## config.mk

```make
export PLATFORM = sky130hd
export DESIGN_NAME = iosp_top
export DESIGN_NICKNAME = d
export VERILOG_FILES = /design/src/include/iosp_pkg.sv /design/src/hdl/iosp_top.sv /design/src/hdl/iosp_tx_ser.sv /design/src/hdl/iosp_rx_sub.sv
export SDC_FILE = /design/constraint.sdc
export NUM_CORES = 1
export LEC_CHECK = 0
export BUFFER_PORTS_ARGS = -buffer_cell sky130_fd_sc_hd__buf_4
export CORE_UTILIZATION = 60
export DETAILED_ROUTE_END_ITERATION = 10
export PLACE_DENSITY = 0.83
export RECOVER_POWER = 50
export SKIP_LAST_GASP = 1
export SLEW_MARGIN = 10
export SYNTH_ARGS = -nofsm -noshare
export SYNTH_HDL_FRONTEND = slang
export SYNTH_SLANG_ARGS = --single-unit
export TNS_END_PERCENT = 20
```

## constraint.sdc

```tcl
create_clock -name pclk -period 2.9 [get_ports pclk]
set_input_delay 0 -clock pclk [delete_from_list [all_inputs] [get_ports pclk]]
set_output_delay 0 -clock pclk [all_outputs]
set_load 0.005 [all_outputs]
```

## src/include/iosp_pkg.sv

```systemverilog
// ==========================================
// shared constants and carriers
package iosp_pkg;
	localparam int NIN      = 14;
	localparam int NOUT     = 4;
	localparam int NSIG     = 1 + NIN + NOUT;
	localparam int QW       = 13;
	localparam int HDR_B    = 16;
	localparam int NBYTES   = HDR_B + NSIG * 3;
	localparam int RX_B     = 2 + NOUT * 3;
	localparam logic [QW-1:0] QUAL_GOOD = 13'h0000;
	localparam logic [QW-1:0] QUAL_INV  = 13'h0001;
	localparam logic [31:0] DEST_FIXED  = 32'h010CCD01;
	// timing
	localparam int CLK_NS     = 10;
	localparam int MS_NS      = 1000000;
	localparam int CYC_PER_MS = MS_NS / CLK_NS;
	localparam int HBEAT_MS   = 2000;
	localparam int SUP_MS     = 3000;
	// register offsets
	localparam logic [7:0] OFS_CTRL  = 8'h00;
	localparam logic [7:0] OFS_DEST  = 8'h04;
	localparam logic [7:0] OFS_VLAN  = 8'h08;
	localparam logic [7:0] OFS_CBREF = 8'h0C;
	localparam logic [7:0] OFS_TAL   = 8'h10;
	localparam logic [7:0] OFS_HBEAT = 8'h14;
	localparam logic [7:0] OFS_DSREF = 8'h18;
	localparam logic [7:0] OFS_MSGID = 8'h1C;
	localparam logic [7:0] OFS_SUBSRC= 8'h20;
	localparam logic [7:0] OFS_STAT  = 8'h24;
	localparam logic [7:0] OFS_ISTAT = 8'h28;
	localparam logic [7:0] OFS_IMASK = 8'h2C;
	localparam logic [7:0] OFS_CNT   = 8'h30;
	// fields and reset values
	localparam int VID_LSB  = 16;
	localparam int STAT_DO  = 4;
	localparam int STAT_BSY = 8;
	localparam int IRQ_SENT = 0;
	localparam int IRQ_TMO  = 1;
	localparam int IRQ_UP   = 2;
	localparam int IRQ_REJ  = 3;
	localparam logic [15:0] TAL_RST = 16'h0FA0;
	localparam logic [15:0] HB_RST  = 16'(HBEAT_MS);

	typedef struct packed {
		logic [15:0] dst;
		logic [2:0]  prio;
		logic [11:0] vid;
		logic [15:0] cbref;
		logic [15:0] tal;
		logic [15:0] dsref;
		logic [15:0] msgid;
	} iosp_hdr_t;
	typedef struct packed {
		logic [NSIG-1:0]         st;
		logic [NSIG-1:0][QW-1:0] q;
	} iosp_ds_t;
	typedef struct packed {
		logic [NOUT-1:0]         st;
		logic [NOUT-1:0][QW-1:0] q;
	} iosp_cmd_t;

	// any set quality bit means not good
	function automatic logic iosp_qbad(input logic [QW-1:0] q);
		return |q;
	endfunction : iosp_qbad
endpackage : iosp_pkg

```

## src/hdl/iosp_top.sv

```systemverilog
// The placing of the registers and register access over APB were left to the implementer.
`timescale 1ns/1ps
// ==========================================
// status publisher and output subscriber
// Contract
// - published frames go to 01-0C-CD-01 plus two configurable octets.
// - priority, virtual_lan_identifier, refs, live time and message id are settings sent.
// - with no change the frame repeats every heartbeat, default 2000 ms.
// - no subscribed frame for three seconds zeroes outputs, subscription inactive.
// - each signal is sent as state then quality.
// - any state or quality change sends a frame at once.
// - dataset order is health, inputs 1 to 14, outputs 1 to 4.
// - health state true when fine, false in alarm.
// - input state true when the input is activated.
// - output state true when activated, in both directions.
// - quality is a bitstring, all zeros meaning good.
// - outputs follow only frames from the configured commanding device.
// - a received signal with bad quality counts as off.
module iosp_top #(
	parameter int CYC_PER_MS = iosp_pkg::CYC_PER_MS
) (
	input  wire logic        pclk,
	input  wire logic        presetn,
	input  wire logic        psel,
	input  wire logic        penable,
	input  wire logic        pwrite,
	input  wire logic [7:0]  paddr,
	input  wire logic [31:0] pwdata,
	output logic [31:0]      prdata,
	output logic             pready,
	output logic             pslverr,
	input  wire logic        health_ok_pin,
	input  wire logic [13:0] di_pin,
	input  wire logic [13:0] di_fault_pin,
	output logic [3:0]       do_pin,
	output logic             tx_valid,
	output logic [7:0]       tx_data,
	output logic             tx_last,
	input  wire logic        tx_ready,
	input  wire logic        rx_valid,
	input  wire logic [7:0]  rx_data,
	input  wire logic        rx_last,
	output logic             irq
);
	import iosp_pkg::*;
	localparam int TW = $clog2(CYC_PER_MS + 1);

	logic [NIN-1:0] di_m_r;
	logic [NIN-1:0] di_s_r;
	logic [NIN-1:0] flt_m_r;
	logic [NIN-1:0] flt_s_r;
	logic           hl_m_r;
	logic           hl_s_r;
	logic [TW-1:0]  tick_r;
	logic           ms_tick;
	logic           pub_en_r;
	iosp_hdr_t      hdr_r;
	logic [15:0]    hbeat_r;
	logic [15:0]    src_r;
	logic [3:0]     ist_r;
	logic [3:0]     imask_r;
	logic [15:0]    tx_cnt_r;
	logic [15:0]    rx_cnt_r;
	logic [15:0]    hb_ms_r;
	logic [15:0]    sup_ms_r;
	logic           act_r;
	logic [3:0]     do_r;
	logic [3:0]     do_nxt;
	iosp_ds_t       ds;
	iosp_ds_t       snap_r;
	iosp_cmd_t      cmd;
	logic           wr;
	logic           setup;
	logic [31:0]    rd_val;
	logic           rd_err;
	logic [3:0]     ev;
	logic           change;
	logic           hb_due;
	logic           start;
	logic           busy;
	logic           done;
	logic           rx_ok;
	logic           rx_rej;
	logic           sup_to;

	// ==========================================
	// pin synchronisers
	// the first stage feeds only the second, never logic
	always_ff @(posedge pclk or negedge presetn) begin
		if (!presetn) begin
			di_m_r  <= '0;
			di_s_r  <= '0;
			flt_m_r <= '0;
			flt_s_r <= '0;
			hl_m_r  <= 1'b0;
			hl_s_r  <= 1'b0;
		end else begin
			di_m_r  <= di_pin;
			di_s_r  <= di_m_r;
			flt_m_r <= di_fault_pin;
			flt_s_r <= flt_m_r;
			hl_m_r  <= health_ok_pin;
			hl_s_r  <= hl_m_r;
		end
	end

	// ==========================================
	// millisecond time base
	assign ms_tick = (tick_r == TW'(CYC_PER_MS - 1));

	always_ff @(posedge pclk or negedge presetn) begin
		if (!presetn) tick_r <= '0;
		else tick_r <= ms_tick ? '0 : tick_r + 1'b1;
	end

	// ==========================================
	// apb slave, zero wait states
	assign pready = 1'b1;
	assign setup  = psel && !penable;
	assign wr     = psel && penable && pwrite;

	// writable settings: frame header fields plus control, heartbeat, subscription source and interrupt mask
	always_ff @(posedge pclk or negedge presetn) begin
		if (!presetn) begin
			pub_en_r <= 1'b1;
			hdr_r    <= '0;
			hdr_r.tal <= TAL_RST;
			hbeat_r  <= HB_RST;
			src_r    <= 16'h0000;
			imask_r  <= 4'h0;
		end else if (wr) begin
			case (paddr)
				OFS_CTRL:   pub_en_r    <= pwdata[0];
				OFS_DEST:   hdr_r.dst   <= pwdata[15:0];
				OFS_VLAN: begin
					hdr_r.prio <= pwdata[2:0];
					hdr_r.vid  <= pwdata[VID_LSB +: 12];
				end
				OFS_CBREF:  hdr_r.cbref <= pwdata[15:0];
				OFS_TAL:    hdr_r.tal   <= pwdata[15:0];
				OFS_HBEAT:  hbeat_r     <= pwdata[15:0];
				OFS_DSREF:  hdr_r.dsref <= pwdata[15:0];
				OFS_MSGID:  hdr_r.msgid <= pwdata[15:0];
				OFS_SUBSRC: src_r       <= pwdata[15:0];
				OFS_IMASK:  imask_r     <= pwdata[3:0];
				default: ;
			endcase
		end
	end

	// read mux; unmapped offsets answer with an error and zero data
	always_comb begin
		rd_val = 32'h0000_0000;
		rd_err = 1'b0;
		case (paddr)
			OFS_CTRL:   rd_val = {31'h0, pub_en_r};
			OFS_DEST:   rd_val = {16'h0, hdr_r.dst};
			OFS_VLAN:   rd_val = {4'h0, hdr_r.vid, 13'h0, hdr_r.prio};
			OFS_CBREF:  rd_val = {16'h0, hdr_r.cbref};
			OFS_TAL:    rd_val = {16'h0, hdr_r.tal};
			OFS_HBEAT:  rd_val = {16'h0, hbeat_r};
			OFS_DSREF:  rd_val = {16'h0, hdr_r.dsref};
			OFS_MSGID:  rd_val = {16'h0, hdr_r.msgid};
			OFS_SUBSRC: rd_val = {16'h0, src_r};
			OFS_STAT: begin
				rd_val[0]               = act_r;
				rd_val[STAT_DO +: 4]    = do_r;
				rd_val[STAT_BSY]        = busy;
			end
			OFS_ISTAT:  rd_val = {28'h0, ist_r};
			OFS_IMASK:  rd_val = {28'h0, imask_r};
			OFS_CNT:    rd_val = {rx_cnt_r, tx_cnt_r};
			default:    rd_err = 1'b1;
		endcase
	end

	// read data is caught in the setup cycle so it leaves a flop
	always_ff @(posedge pclk or negedge presetn) begin
		if (!presetn) begin
			prdata  <= 32'h0000_0000;
			pslverr <= 1'b0;
		end else if (setup) begin
			prdata  <= pwrite ? 32'h0000_0000 : rd_val;
			pslverr <= rd_err;
		end
	end

	// ==========================================
	// published dataset
	always_comb begin
		ds.st[0] = hl_s_r;
		ds.q[0]  = QUAL_GOOD;
		for (int i = 0; i < NIN; i++) begin
			ds.st[1+i] = di_s_r[i];
			ds.q[1+i]  = flt_s_r[i] ? QUAL_INV : QUAL_GOOD;
		end
		for (int j = 0; j < NOUT; j++) begin
			ds.st[1+NIN+j] = do_r[j];
			ds.q[1+NIN+j]  = act_r ? QUAL_GOOD : QUAL_INV;
		end
	end

	// ==========================================
	// publish scheduling
	// a change stays pending until sent, since the snapshot only moves on start
	assign change = (ds != snap_r);
	assign hb_due = (hb_ms_r >= hbeat_r);
	assign start  = !busy && pub_en_r && (change || hb_due);

	always_ff @(posedge pclk or negedge presetn) begin
		if (!presetn) begin
			snap_r  <= '0;
			hb_ms_r <= 16'h0000;
		end else if (start) begin
			snap_r  <= ds;
			hb_ms_r <= 16'h0000;
		end else if (ms_tick && !hb_due) begin
			hb_ms_r <= hb_ms_r + 16'h0001;
		end
	end

	// ==========================================
	// subscription supervision and outputs
	always_comb begin
		for (int k = 0; k < NOUT; k++) begin
			do_nxt[k] = cmd.st[k] && !iosp_qbad(cmd.q[k]);
		end
	end

	assign sup_to = act_r && ms_tick && (sup_ms_r == 16'(SUP_MS - 1));

	always_ff @(posedge pclk or negedge presetn) begin
		if (!presetn) begin
			act_r    <= 1'b0;
			sup_ms_r <= 16'h0000;
			do_r     <= 4'h0;
		end else if (rx_ok) begin
			act_r    <= 1'b1;
			sup_ms_r <= 16'h0000;
			do_r     <= do_nxt;
		end else if (sup_to) begin
			act_r    <= 1'b0;
			sup_ms_r <= 16'h0000;
			do_r     <= 4'h0;
		end else if (act_r && ms_tick) begin
			sup_ms_r <= sup_ms_r + 16'h0001;
		end
	end

	assign do_pin = do_r;

	// ==========================================
	// interrupts and counters
	// a new event beats a write-one-clear in the same cycle
	assign ev[IRQ_SENT] = done;
	assign ev[IRQ_TMO]  = sup_to;
	assign ev[IRQ_UP]   = rx_ok && !act_r;
	assign ev[IRQ_REJ]  = rx_rej;

	always_ff @(posedge pclk or negedge presetn) begin
		if (!presetn) begin
			ist_r    <= 4'h0;
			tx_cnt_r <= 16'h0000;
			rx_cnt_r <= 16'h0000;
		end else begin
			ist_r <= (ist_r & ~((wr && paddr == OFS_ISTAT) ? pwdata[3:0] : 4'h0)) | ev;
			if (done) tx_cnt_r <= tx_cnt_r + 16'h0001;
			if (rx_ok) rx_cnt_r <= rx_cnt_r + 16'h0001;
		end
	end

	assign irq = |(ist_r & imask_r);

	// ==========================================
	// submodules
	iosp_tx_ser u_ser (
		.pclk     (pclk),
		.presetn  (presetn),
		.start    (start),
		.hdr      (hdr_r),
		.ds       (ds),
		.busy     (busy),
		.done     (done),
		.tx_valid (tx_valid),
		.tx_data  (tx_data),
		.tx_last  (tx_last),
		.tx_ready (tx_ready)
	);

	iosp_rx_sub u_rx (
		.pclk     (pclk),
		.presetn  (presetn),
		.rx_valid (rx_valid),
		.rx_data  (rx_data),
		.rx_last  (rx_last),
		.src_id   (src_r),
		.cmd      (cmd),
		.ok       (rx_ok),
		.rej      (rx_rej)
	);
endmodule : iosp_top

```

## src/hdl/iosp_tx_ser.sv

```systemverilog
`timescale 1ns/1ps
// ==========================================
// frame serializer
module iosp_tx_ser (
	input  wire logic               pclk,
	input  wire logic               presetn,
	input  wire logic               start,
	input  wire iosp_pkg::iosp_hdr_t hdr,
	input  wire iosp_pkg::iosp_ds_t  ds,
	output logic                    busy,
	output logic                    done,
	output logic                    tx_valid,
	output logic [7:0]              tx_data,
	output logic                    tx_last,
	input  wire logic               tx_ready
);
	import iosp_pkg::*;
	typedef enum logic [1:0] {S_IDLE, S_HDR, S_DATA} iosp_ser_t;
	iosp_ser_t st_r;
	iosp_hdr_t hdr_r;
	iosp_ds_t  ds_r;
	logic [6:0] idx_r;
	logic [4:0] sig_r;
	logic [1:0] part_r;
	logic       adv;
	logic [15:0] tci;

	assign busy     = (st_r != S_IDLE);
	assign tx_valid = busy;
	assign adv      = tx_valid && tx_ready;
	assign tx_last  = (st_r == S_DATA) && (sig_r == 5'(NSIG-1)) && (part_r == 2'h2);
	assign tci      = {hdr_r.prio, 1'b0, hdr_r.vid};

	// contents latched at start so the frame is one coherent snapshot
	always_ff @(posedge pclk or negedge presetn) begin
		if (!presetn) begin
			st_r   <= S_IDLE;
			hdr_r  <= '0;
			ds_r   <= '0;
			idx_r  <= 7'h00;
			sig_r  <= 5'h00;
			part_r <= 2'h0;
			done   <= 1'b0;
		end else begin
			done <= adv && tx_last;
			unique case (st_r)
				S_IDLE: if (start) begin
					st_r  <= S_HDR;
					hdr_r <= hdr;
					ds_r  <= ds;
					idx_r <= 7'h00;
				end
				S_HDR: if (adv) begin
					idx_r  <= idx_r + 7'h01;
					sig_r  <= 5'h00;
					part_r <= 2'h0;
					if (idx_r == 7'(HDR_B-1)) st_r <= S_DATA;
				end
				S_DATA: if (adv) begin
					idx_r  <= idx_r + 7'h01;
					part_r <= (part_r == 2'h2) ? 2'h0 : part_r + 2'h1;
					if (part_r == 2'h2) sig_r <= sig_r + 5'h01;
					if (tx_last) st_r <= S_IDLE;
				end
			endcase
		end
	end

	// byte mux: fixed dest octets, settings, then state/quality pairs
	always_comb begin
		tx_data = 8'h00;
		if (st_r == S_HDR) begin
			unique case (idx_r[3:0])
				4'h0: tx_data = DEST_FIXED[31:24];
				4'h1: tx_data = DEST_FIXED[23:16];
				4'h2: tx_data = DEST_FIXED[15:8];
				4'h3: tx_data = DEST_FIXED[7:0];
				4'h4: tx_data = hdr_r.dst[15:8];
				4'h5: tx_data = hdr_r.dst[7:0];
				4'h6: tx_data = tci[15:8];
				4'h7: tx_data = tci[7:0];
				4'h8: tx_data = hdr_r.cbref[15:8];
				4'h9: tx_data = hdr_r.cbref[7:0];
				4'hA: tx_data = hdr_r.tal[15:8];
				4'hB: tx_data = hdr_r.tal[7:0];
				4'hC: tx_data = hdr_r.dsref[15:8];
				4'hD: tx_data = hdr_r.dsref[7:0];
				4'hE: tx_data = hdr_r.msgid[15:8];
				4'hF: tx_data = hdr_r.msgid[7:0];
			endcase
		end else if (st_r == S_DATA) begin
			case (part_r)
				2'h0: tx_data = {7'h00, ds_r.st[sig_r]};
				2'h1: tx_data = {3'h0, ds_r.q[sig_r][12:8]};
				2'h2: tx_data = ds_r.q[sig_r][7:0];
				default: tx_data = 8'h00;
			endcase
		end
	end
endmodule : iosp_tx_ser

```

## src/hdl/iosp_rx_sub.sv

```systemverilog
`timescale 1ns/1ps
// ==========================================
// commanding frame parser
module iosp_rx_sub (
	input  wire logic                pclk,
	input  wire logic                presetn,
	input  wire logic                rx_valid,
	input  wire logic [7:0]          rx_data,
	input  wire logic                rx_last,
	input  wire logic [15:0]         src_id,
	output iosp_pkg::iosp_cmd_t      cmd,
	output logic                    ok,
	output logic                    rej
);
	import iosp_pkg::*;
	logic [RX_B*8-1:0] buf_r;
	logic [RX_B*8-1:0] nb;
	logic [4:0]        cnt_r;
	logic              good;
	iosp_cmd_t         dec;

	assign nb   = {buf_r[RX_B*8-9:0], rx_data};
	// wrong length or a foreign publisher is dropped
	assign good = (cnt_r == 5'(RX_B-1)) && (nb[RX_B*8-1 -: 16] == src_id);

	// outputs one to four in order, state byte then two quality bytes
	always_comb begin
		for (int k = 0; k < NOUT; k++) begin
			dec.st[k] = |nb[(RX_B-3-3*k)*8 +: 8];
			dec.q[k]  = nb[(RX_B-5-3*k)*8 +: QW];
		end
	end

	always_ff @(posedge pclk or negedge presetn) begin
		if (!presetn) begin
			buf_r <= '0;
			cnt_r <= 5'h00;
			cmd   <= '0;
			ok    <= 1'b0;
			rej   <= 1'b0;
		end else begin
			ok  <= rx_valid && rx_last && good;
			rej <= rx_valid && rx_last && !good;
			if (rx_valid) begin
				buf_r <= nb;
				cnt_r <= rx_last ? 5'h00 : ((cnt_r == 5'h1F) ? cnt_r : cnt_r + 5'h01);
				if (rx_last && good) cmd <= dec;
			end
		end
	end
endmodule : iosp_rx_sub

```

### After elaboration in Yosys (flattened, before gate mapping)

Cells that the tools add are included.

| cells by class | value |
|---|---|
| eq/ne operators | 47 |
| bitwise gates (word level) | 4 |
| $lt $le $gt $ge | 2 |
| reduce and logical (&&, ||, !) cells | 71 |
| $add $sub $neg | 9 |
| multiplexer cells | 59 |

Operator list:

| operator | count |
|---|---|
| 253-bit inequality test | 1 |
| 23-bit one-hot mux with 9 select lines | 1 |
| 8-bit one-hot mux with 15 select lines | 1 |
| 16-bit 2-to-1 mux | 5 |
| 13-bit binary-select mux with 5-bit select | 1 |
| 13-bit OR reduction | 5 |
| 16-bit by 1-bit adder with 16-bit output (second input constant) | 4 |
| 5-bit one-hot mux with 9 select lines | 1 |
| 8-bit by 6-bit equality test with 1-bit output (second input constant) | 5 |
| 3-bit one-hot mux with 11 select lines | 1 |
| 4-bit equality test (second input constant) | 8 |
| 8-bit by 5-bit equality test with 1-bit output (second input constant) | 4 |
| 32-bit 2-to-1 mux | 1 |
| 8-bit OR reduction | 4 |
| 2-bit AND reduction | 14 |
| 5-bit 2-to-1 mux | 5 |
| 8-bit one-hot mux with 3 select lines | 1 |
| 1-bit logical AND | 23 |
| 1-bit 2-to-1 mux | 19 |
| 17-bit by 1-bit adder with 17-bit output (second input constant) | 1 |
| 17-bit equality test (second input constant) | 1 |
| 17-bit 2-to-1 mux | 1 |
| 16-bit by 12-bit equality test with 1-bit output (second input constant) | 1 |
| 16-bit equality test | 1 |
| other kinds (43) | 83 |

| word-level totals | value |
|---|---|
| register bits after elaboration | 1020 |
| bits of input ports | 85 |
| output and inout bits | 49 |
| word-level logic and storage cells | 272 |

### Longest topological paths before layout

Gate-level depths: netlist of run 1.

| depth | value |
|---|---|
| depth in word-level cells | 7 |
| depth in mapped cells | 11 |

### By module

Synthesis of run 1 repeated with hierarchy kept, for this count alone.

| second synthesis, totals | value |
|---|---|
| cells, all modules | 2881 |
| area, all modules | 39321.5 um^2 |

Modules (own cells, without submodules):

| module | instances | cells each | seq. area each (um^2) | area an instance (um^2) |
|---|---|---|---|---|
| iosp_tx_ser | 1 | 1205 | 9459.1 | 17375.4 |
| iosp_top | 1 | 1253 | 8699.6 | 15378.5 |
| iosp_rx_sub | 1 | 423 | 4179.0 | 6567.5 |

### Worst setup path after synthesis of run 1

Ideal clock, no wire load.

| timing path | value |
|---|---|
| kind | register to register |
| start | register hb_ms_r[1] |
| end | register u_ser.ds_r[247] in the netlist's numbering |
| path buffers | 2 |
| setup time | 125 ps |
| setup slack | 302 ps |
| data required time | 2775 ps |
| arrival | 2473 ps |
| stages on the path, launching flop included | 10 |
| path through | dfrtp_1 > ha_1 > nor2b_1 > o211a_1 > o311ai_2 > nand3_1 > o211ai_1 > buf_2 > buf_4 > mux2_2 |

| between the ends | value |
|---|---|
| word-level cells in the longest chain between the ends | 4 |

Ends and longest elaborated chain:

| element | RTL line | text |
|---|---|---|
| from (decl) | iosp_top.sv:64 | `logic [15:0] hb_ms_r;` |
| from (signal assigned) | iosp_top.sv:218 | `hb_ms_r <= hb_ms_r + 16'h0001;` |
| 16-bit greater-or-equal comparator | iosp_top.sv:207 | `assign hb_due = (hb_ms_r >= hbeat_r);` |
| 1-bit logical OR | iosp_top.sv:208 | `assign start = !busy && pub_en_r && (change \|\| hb_due);` |
| 1-bit logical AND | iosp_top.sv:208 |  |
| 2-bit AND reduction (no line) | n/a |  |
| to (signal assigned) | iosp_tx_ser.sv:50 | `ds_r <= ds;` |
| to (decl) | iosp_tx_ser.sv:21 | `iosp_ds_t ds_r;` |

Every way passes these cells.
A chain may end at the register's enable or synchronous reset.

### Worst setup path after layout of run 1

| timing path | value |
|---|---|
| start | register u_ser.sig_r[0] |
| end | output port tx_data[0] |

| between the ends | value |
|---|---|
| word-level cells in the longest chain between the ends | 5 |
| elaborated cells between the ends (all ways) | 7 |
| those cells by class | mux: 7 |

Ends and longest elaborated chain:

| element | RTL line | text |
|---|---|---|
| from (decl) | iosp_tx_ser.sv:23 | `logic [4:0] sig_r;` |
| from (signal assigned) | iosp_tx_ser.sv:62 | `if (part_r == 2'h2) sig_r <= sig_r + 5'h01;` |
| 13-bit binary-select mux with 5-bit select or 1-bit binary-select mux with 5-bit select (tied branches) | iosp_tx_ser.sv:94, iosp_tx_ser.sv:95, iosp_tx_ser.sv:93 |  |
| 13-bit 2-to-1 mux (not written as such) or 1-bit 2-to-1 mux (tied branches) | iosp_tx_ser.sv:94, iosp_tx_ser.sv:93 |  |
| 8-bit one-hot mux with 3 select lines (*) | iosp_tx_ser.sv:92 | `case (part_r)` |
| 8-bit 2-to-1 mux (*) | iosp_tx_ser.sv:91 | `end else if (st_r == S_DATA) begin` |
| 8-bit 2-to-1 mux (*) | iosp_tx_ser.sv:72 | `if (st_r == S_HDR) begin` |
| to (decl) | iosp_top.sv:37 | `output logic [7:0] tx_data,` |

Every way passes the cells marked *; elsewhere a longest branch is shown, timed or not. The select of a mux whose other input is x is not followed.

==> run_results.csv, run 1 <==
group,metric,value,unit
grt,use_met3,5.17,%
grt,grt_first_pass_wirelength,112,mm
floorplan,start_util,60.8,%
synthesis,synth_ff_type,"dfrtp_1",
setup_path,r2r_slack,0.08,ns
layout,nFillCells,2957,
grt,first_global_vias,19800,
layout,final_nets,2469,
layout,drive_above_1_share,33.4,%
place,dp_slack,0.0838,ns
place,io_buffers,128,
layout,final_common_cell,"dfrtp_1",
synthesis,synth_async_sr_flop_share,100,%
grt,gr-usage-met2,50.6,%
timing,rsz0062_at_grt,"true",
flow_run,drv_cap,2,
grt,overflow,0,
routing,dr.first_iter.drc_count,1860,
timing,relSlewSlack,-11.4,%
synthesis,netlist_instances,2110,
floorplan,die_w,219,um
clock_network,clkSinkCount,660,
floorplan,fp.dieH,219,um
routing,routed_wl,71.1,mm
layout,layout_common_cells,"643 x dfrtp_1, 455 x mux2_2, 147 x buf_4",
place,gp_congestion,0.930,
timing,fin_ws,0.0282,ns
grt,grt_max_degree,98,
synthesis,synth_nets,2228,
routing,vias_per_cell,6.29,
setup_path,worstPathMaxFanout,8,
synthesis,yosysWarnings,0,
routing,drt_pass1_iterations,8,
layout,antenna_cells,0,
place,dp_hpwl,45.8,mm
timing,final_max_slew_viol_count,134,
clock_network,cts_root_buffer,"clkbuf_16",
place,dpl_cell_area,0.0301,mm^2
synthesis,synthesis.area,0.0282,mm^2
grt,busiest_layer,"met2",
synthesis,synth_top_cell_area_share,57.3,%
run_status,failed_checks,"max-capacitance violations, max-slew violations",
layout,fin_area,0.0332,mm^2
synthesis,yosysTopAreaCell,"dfrtp_1",
synthesis,syn_avg_cell_area,13.4,um^2
routing,via_count,18900,
power,leakage,15.6,nW
timing,min_period_over_period,99.0,%
timing,clock_skew,0.0274,ns
setup_path,required,2.90,ns
synthesis,yosys-top-cells-area,"dfrtp_1 57%, mux2_2 18%, xnor2_1 3.2%",
synthesis,synth_seq_cells,660,
routing,ant_nets,0,
grt,antenna_found_initial,2,
floorplan,ios,134,
clock_network,clock_latency,0.61,ns
clock_network,ctsHtreeMaxLevel,3,
floorplan,coreArea,0.0465,mm^2
clock_network,clk_path_buf_depth,3,
floorplan,core.rowCount,79,
timing,max_freq,348,MHz
timing,setup_viol_count_final,0,
clock_network,clk_pin_slew,0.06,ns
setup_path,cp-start-kind,"flip-flop",
timing,fin_crit,2.87,ns
synthesis,synth_enable_flop_cells,0,
setup_path,crit_path_end_kind,"output port",
synthesis,synth_cell_types,74,
power,peakVddDrop,0.000539,V
routing,drc,0,
timing,tightest_slew,1.67,ns
power,finalPower,22.6,mW
setup_path,crit_type,"flip-flop to output port",
grt,use_met1,39.2,%
grt,grt_use_total,30.4,%
clock_network,cts_tree,"done",
clock_network,cts_buffers,68,
min_path,hold_class,"input pin to flip-flop",
timing,hold_viol,0,
setup_path,arrival,2.87,ns
synthesis,ys_seq_area_share,58.5,%
run_status,outcome,"finished, violations left",
floorplan,die_area,0.0479,mm^2
layout,area_delta_synth_final,17.5,%
routing,drt-wirelength-per-cell,23.6,um
power,p_per_area,680,mW/mm^2
state kept, by name, summed over array words and instances (netlist names), 17 cells and up:
signal and flops:
prdata 32, u_ser.ds_r 34, u_rx.cmd 56, tick_r 17, hdr_r 95, u_ser.hdr_r 95, snap_r 34, u_rx.buf_r 104
per-layer routing:
layer	part of all wire (%)	vias to the layer above
met5	0.037	-
met4	4.6	4
met3	6.6	239
met2	50	837
met1	39	9711
li1	-	8156
Yosys cell counts, drive strengths merged, types with 4 or more instances:
library cell	count
xor2	26
mux2i	10
nand3	45
a22o	25
nor2b	13
nand2b	5
mux4	9
o21ai	47
o22ai	4
nand2	112
dfrtp	647
nand4	34
nor4b	6
o211ai	4
buf	46
a32o	5
a221oi	19
a21o	9
or4	5
xnor2	103
a22oi	43
mux2	455
nor3	26
and3	15
nand3b	7
ha	33
o21a	6
a31oi	10
and4	5
o31ai	4
inv	45
dfstp	13
a222oi	36
a21oi	28
or3	5
clkbuf	60
nor2	89
nor4	24
worst max-delay path: stages (launching register included):
cell	delay (ns)
dfrtp_4	0.56
clkbuf_4	0.21
inv_1	0.14
nand3_1	0.10
o21ai_0	0.09
mux4_2	0.27
a21oi_1	0.09
o41ai_1	0.58
buf_4	0.22
cells by family after synthesis:
group                      count (synthesis)  synth area share [%]
AOI/OAI and AO/OA                        259                  6.95
xor gates and xnor gates                 129                  4.00
adders and majority gates                 33                  1.46
buffers and inverters                    151                  2.41
DFF                                      660                  58.5
muxes                                    474                  19.2
other                                      1                0.0133
and+or+nand+nor                          403                  7.41
power by group:
part           total [mW]  internal (mW)  switching [mW]
clock network        8.99           5.34            3.65
registers            10.8           10.1           0.728
logic                2.80           1.32            1.47
total                22.6           16.7            5.85
layout make-up:
type                            instances  area, um^2  area share, %
Sequential cell                       660       16500           49.8
Timing Repair Buffer                  277        2360           7.11
Inverter                               45         169          0.509
Tap cell                              607         759           2.29
Clock buffer                           97        1940           5.86
Clock inverter                         26         364           1.10
Multi-Input combinational cell       1299       11000           33.3
worst paths after layout:
check | start | end | cells past startpoint
worst max-delay path | u_ser.sig_r[0] | tx_data[0] | 8
worst min-delay path | di_fault_pin[8] | flt_m_r[8] | 2
worst max register to register | hbeat_r[1] | u_ser.hdr_r[26] | 11
worst min register to register | di_m_r[6] | di_s_r[6] | 0
max in group asynchronous | presetn | flt_m_r[11] | 3
min in group asynchronous | presetn | u_ser.hdr_r[81] | 3
metrics by stage:
stage	util (%)	std cells	setup TNS, ns	hold slack, ns
after global routing	71.4	3011	-0.411	0.0377
after floorplan	-	2110	0	-0.296
final	71.4	3011	0	0.0559
after CTS	71.4	3000	0	0.0206
after global placement	64.7	2798	0	-0.0135
after detailed placement	64.7	2798	0	-0.00761
repair_timing:
action	in CTS	in global routing
endpoints found under the hold margin	716	0
cloned	0	1
pin swaps	0	2
gates resized for setup	2	8
buffers inserted	0	10
hold buffers	79	0
endpoints found under the setup margin	1	157
(Power assumes the default switching activity.)
==> inputs of run 2 (changes only) <==
Settings changed: PLACE_DENSITY 0.83 to 0.76.
==> run 2 against run 1 <==
Net effect: the run now ends clean; sequential share of layout area increased by 0.24 points; clock power decreased by 7.0%; wire length decreased by 7.0%; critical path depth increased by 1; highest routed layer unchanged; core utilization decreased by 0.35 points; setup slack improved by 0.082 ns; largest cell class unchanged; combinational power decreased by 1%.
==> run_results.csv, run 2 (synthesis gave the netlist of run 1 again) <==
group,metric,value,unit
setup_path,path_delay_family,"buffers and inverters",
setup_path,critPathBufInv,3,
floorplan,die_w,219,um
grt,grt_max_degree,88,
setup_path,slowest_stage,"dfrtp_2",
setup_path,r2r_cells,9,
layout,final_common_cell,"dfrtp_1",
floorplan,core.rowCount,79,
place,io_buffers,128,
setup_path,crit_type,"flip-flop to output port",
timing,hold_viol,0,
setup_path,crit_chain,"inv_1, ha_1, buf_4, nor2b_1, a31oi_1, o221ai_1, a221oi_1, nor2b_1, buf_4",
timing,clock_skew,0.0249,ns
setup_path,crit_path_start,"u_ser.idx_r[0]",
timing,max_freq,358,MHz
power,p_per_area,663,mW/mm^2
timing,final_max_slew_viol_count,0,
layout,multiInputGateArea,0.0111,mm^2
routing,ant_nets,0,
flow_run,drv_cap,0,
setup_path,r2r_slack,0.14,ns
place,dpl_cell_area,0.0301,mm^2
layout,final_nets,2463,
clock_network,clkSinkCount,660,
setup_path,crit_path_end_kind,"output port",
power,switching_share,25.6,%
routing,drt-wirelength-per-cell,22.0,um
setup_path,cp.depth,9,
clock_network,clk_pin_slew,0.06,ns
floorplan,start_util,60.8,%
grt,antenna_found_initial,2,
setup_path,r2r-end,"u_ser.hdr_r[70]",
layout,fin_cells,3003,
layout,fin_area,0.0330,mm^2
place,dp.cells,2798,
timing,tightest_slew,1.44,ns
power,p_sw,5.60,mW
power,intPower,16.3,mW
setup_path,worstPathMaxFanout,21,
power,clkPwrFrac,38.2,%
timing,min_period_over_period,96.2,%
routing,routed_wl,66.2,mm
clock_network,cts_root_buffer,"clkbuf_16",
clock_network,clk_path_buf_depth,3,
layout,nFillCells,3153,
routing,dr.first_iter.drc_count,1528,
setup_path,arrival,2.79,ns
floorplan,die_area,0.0479,mm^2
grt,first_global_vias,19100,
setup_path,critPathMaxStageDelay,0.45,ns
layout,top_regs,"u_rx.buf_r x104, hdr_r x95, u_ser.hdr_r x95",
layout,layout_common_cells,"643 x dfrtp_1, 455 x mux2_2, 112 x nand2_1",
floorplan,coreArea,0.0465,mm^2
routing,drc,0,
grt,overflow,0,
timing,setup_viol_count_final,0,
setup_path,regToRegStartpoint,"hb_ms_r[1]",
clock_network,cts_buffers,68,
layout,regMostFlops,"u_rx.buf_r",
place,gp_congestion,0.907,
routing,via_count,18300,
clock_network,ctsHtreeMaxLevel,3,
min_path,hold_class,"input pin to flip-flop",
floorplan,ios,134,
layout,regArea,0.0165,mm^2
setup_path,endpoint,"tx_data[2]",
power,finalPower,21.9,mW
setup_path,cp-start-kind,"flip-flop",
routing,vias_per_cell,6.08,
floorplan,fp.dieH,219,um
routing,drt_pass1_iterations,8,
timing,fin_crit,2.79,ns
clock_network,cts_tree,"done",
layout,largest_reg_flops,104,
power,p_seq_share,49.2,%
grt,grt_first_pass_wirelength,106,mm
power,p_comb_share,12.6,%
layout,drive_above_1_share,33.0,%
grt,grt_use_total,28.7,%
timing,relSlewSlack,3.96,%
timing,rsz0062_at_grt,"true",
power,leakage,15.5,nW
power,peakVddDrop,0.000534,V
layout,area_delta_synth_final,16.9,%
run_status,outcome,"complete, no violations",
clock_network,clock_latency,0.60,ns
place,dp_hpwl,44.8,mm
setup_path,required,2.90,ns
==> run 2: cell types whose count changed in the layout (fill, tap and decap cells not counted), moves of 4 or more <==
cell       before  now
buf_4         147  102
bufinv_16       7    1
clkbuf_1       24   29
clkbuf_4       32   64
clkbuf_8        7   11
clkinv_4        4    0
==> run 2: worst reg2reg max path, delay by kind of cell (launching register included) <==
| kind | cells | cell delay [ns] |
|---|---|---|
| AOI/OAI and AO/OA | 3 | 0.79 |
| buffers and inverters | 2 | 0.46 |
| DFF | 1 | 0.44 |
| muxes | 1 | 0.35 |
| adders and majority gates | 1 | 0.31 |
| and+or+nand+nor | 2 | 0.29 |
==> run 2: layout make-up <==
class,count,area share (%)
Antenna cell,1,0.00758
Clock buffer,105,6.10
Clock inverter,15,0.337
Inverter,45,0.512
Multi-Input combinational cell,1299,33.5
Sequential cell,660,50.1
Tap cell,607,2.30
Timing Repair Buffer,271,7.17
==> run 2: metrics by stage <==
| step | hold slack (ns) | utilization, % | setup slack (ns) | TNS (ns) |
|---|---|---|---|---|
| 4_1_cts | 0.0211 | 71.0 | -0.0119 | -0.0119 |
| 3_5_place_dp | 0.0188 | 64.8 | 0.123 | 0 |
| 2_1_floorplan | -0.296 | - | 0.302 | 0 |
| 6_report | 0.0574 | 71.1 | 0.110 | 0 |
| 5_1_grt | 0.0507 | 71.1 | -0.0265 | -0.0460 |
| 3_3_place_gp | 0.0174 | 64.8 | 0.189 | 0 |
==> run 2: metal layers <==
layer	track usage (%)	share of wire [%]
met1	38.3	43
met2	48.1	50
met3	4.98	5.1
met4	8.68	2.5
met5	0	0.015
==> run 2: timing repair <==
action / in CTS / in global routing
endpoints found under the setup margin: 2 / 136
pin swaps: 0 / 1
gates cloned: 0 / 3
endpoints found under the hold margin: 736 / 0
resized for setup: 2 / 10
buffers inserted: 0 / 4
hold buffers: 77 / 0
==> run 2: power by group through the flow <==
| stage | combinational (mW) | clock [mW] | sequential [mW] |
|---|---|---|---|
| 2_1_floorplan | 1.75 | 0 | 10.6 |
| 6_report | 2.76 | 8.36 | 10.8 |
| 3_3_place_gp | 2.58 | 0 | 10.9 |
| 3_5_place_dp | 2.67 | 0 | 10.9 |
| 5_1_grt | 3.00 | 8.84 | 10.9 |
| 4_1_cts | 2.77 | 8.48 | 10.8 |
==> run 2: worst min-delay path by stage <==
stage                         endpoint  slack (ns)  cells past startpoint        from
after floorplan                  act_r       -0.30                      0     presetn
after global placement      prdata[25]        0.02                      1     presetn
after detailed placement  rx_cnt_r[10]        0.02                      1     presetn
after CTS                   di_m_r[12]        0.02                      2  di_pin[12]
after global routing         di_m_r[1]        0.05                      2   di_pin[1]
final                          pslverr        0.06                      5        psel
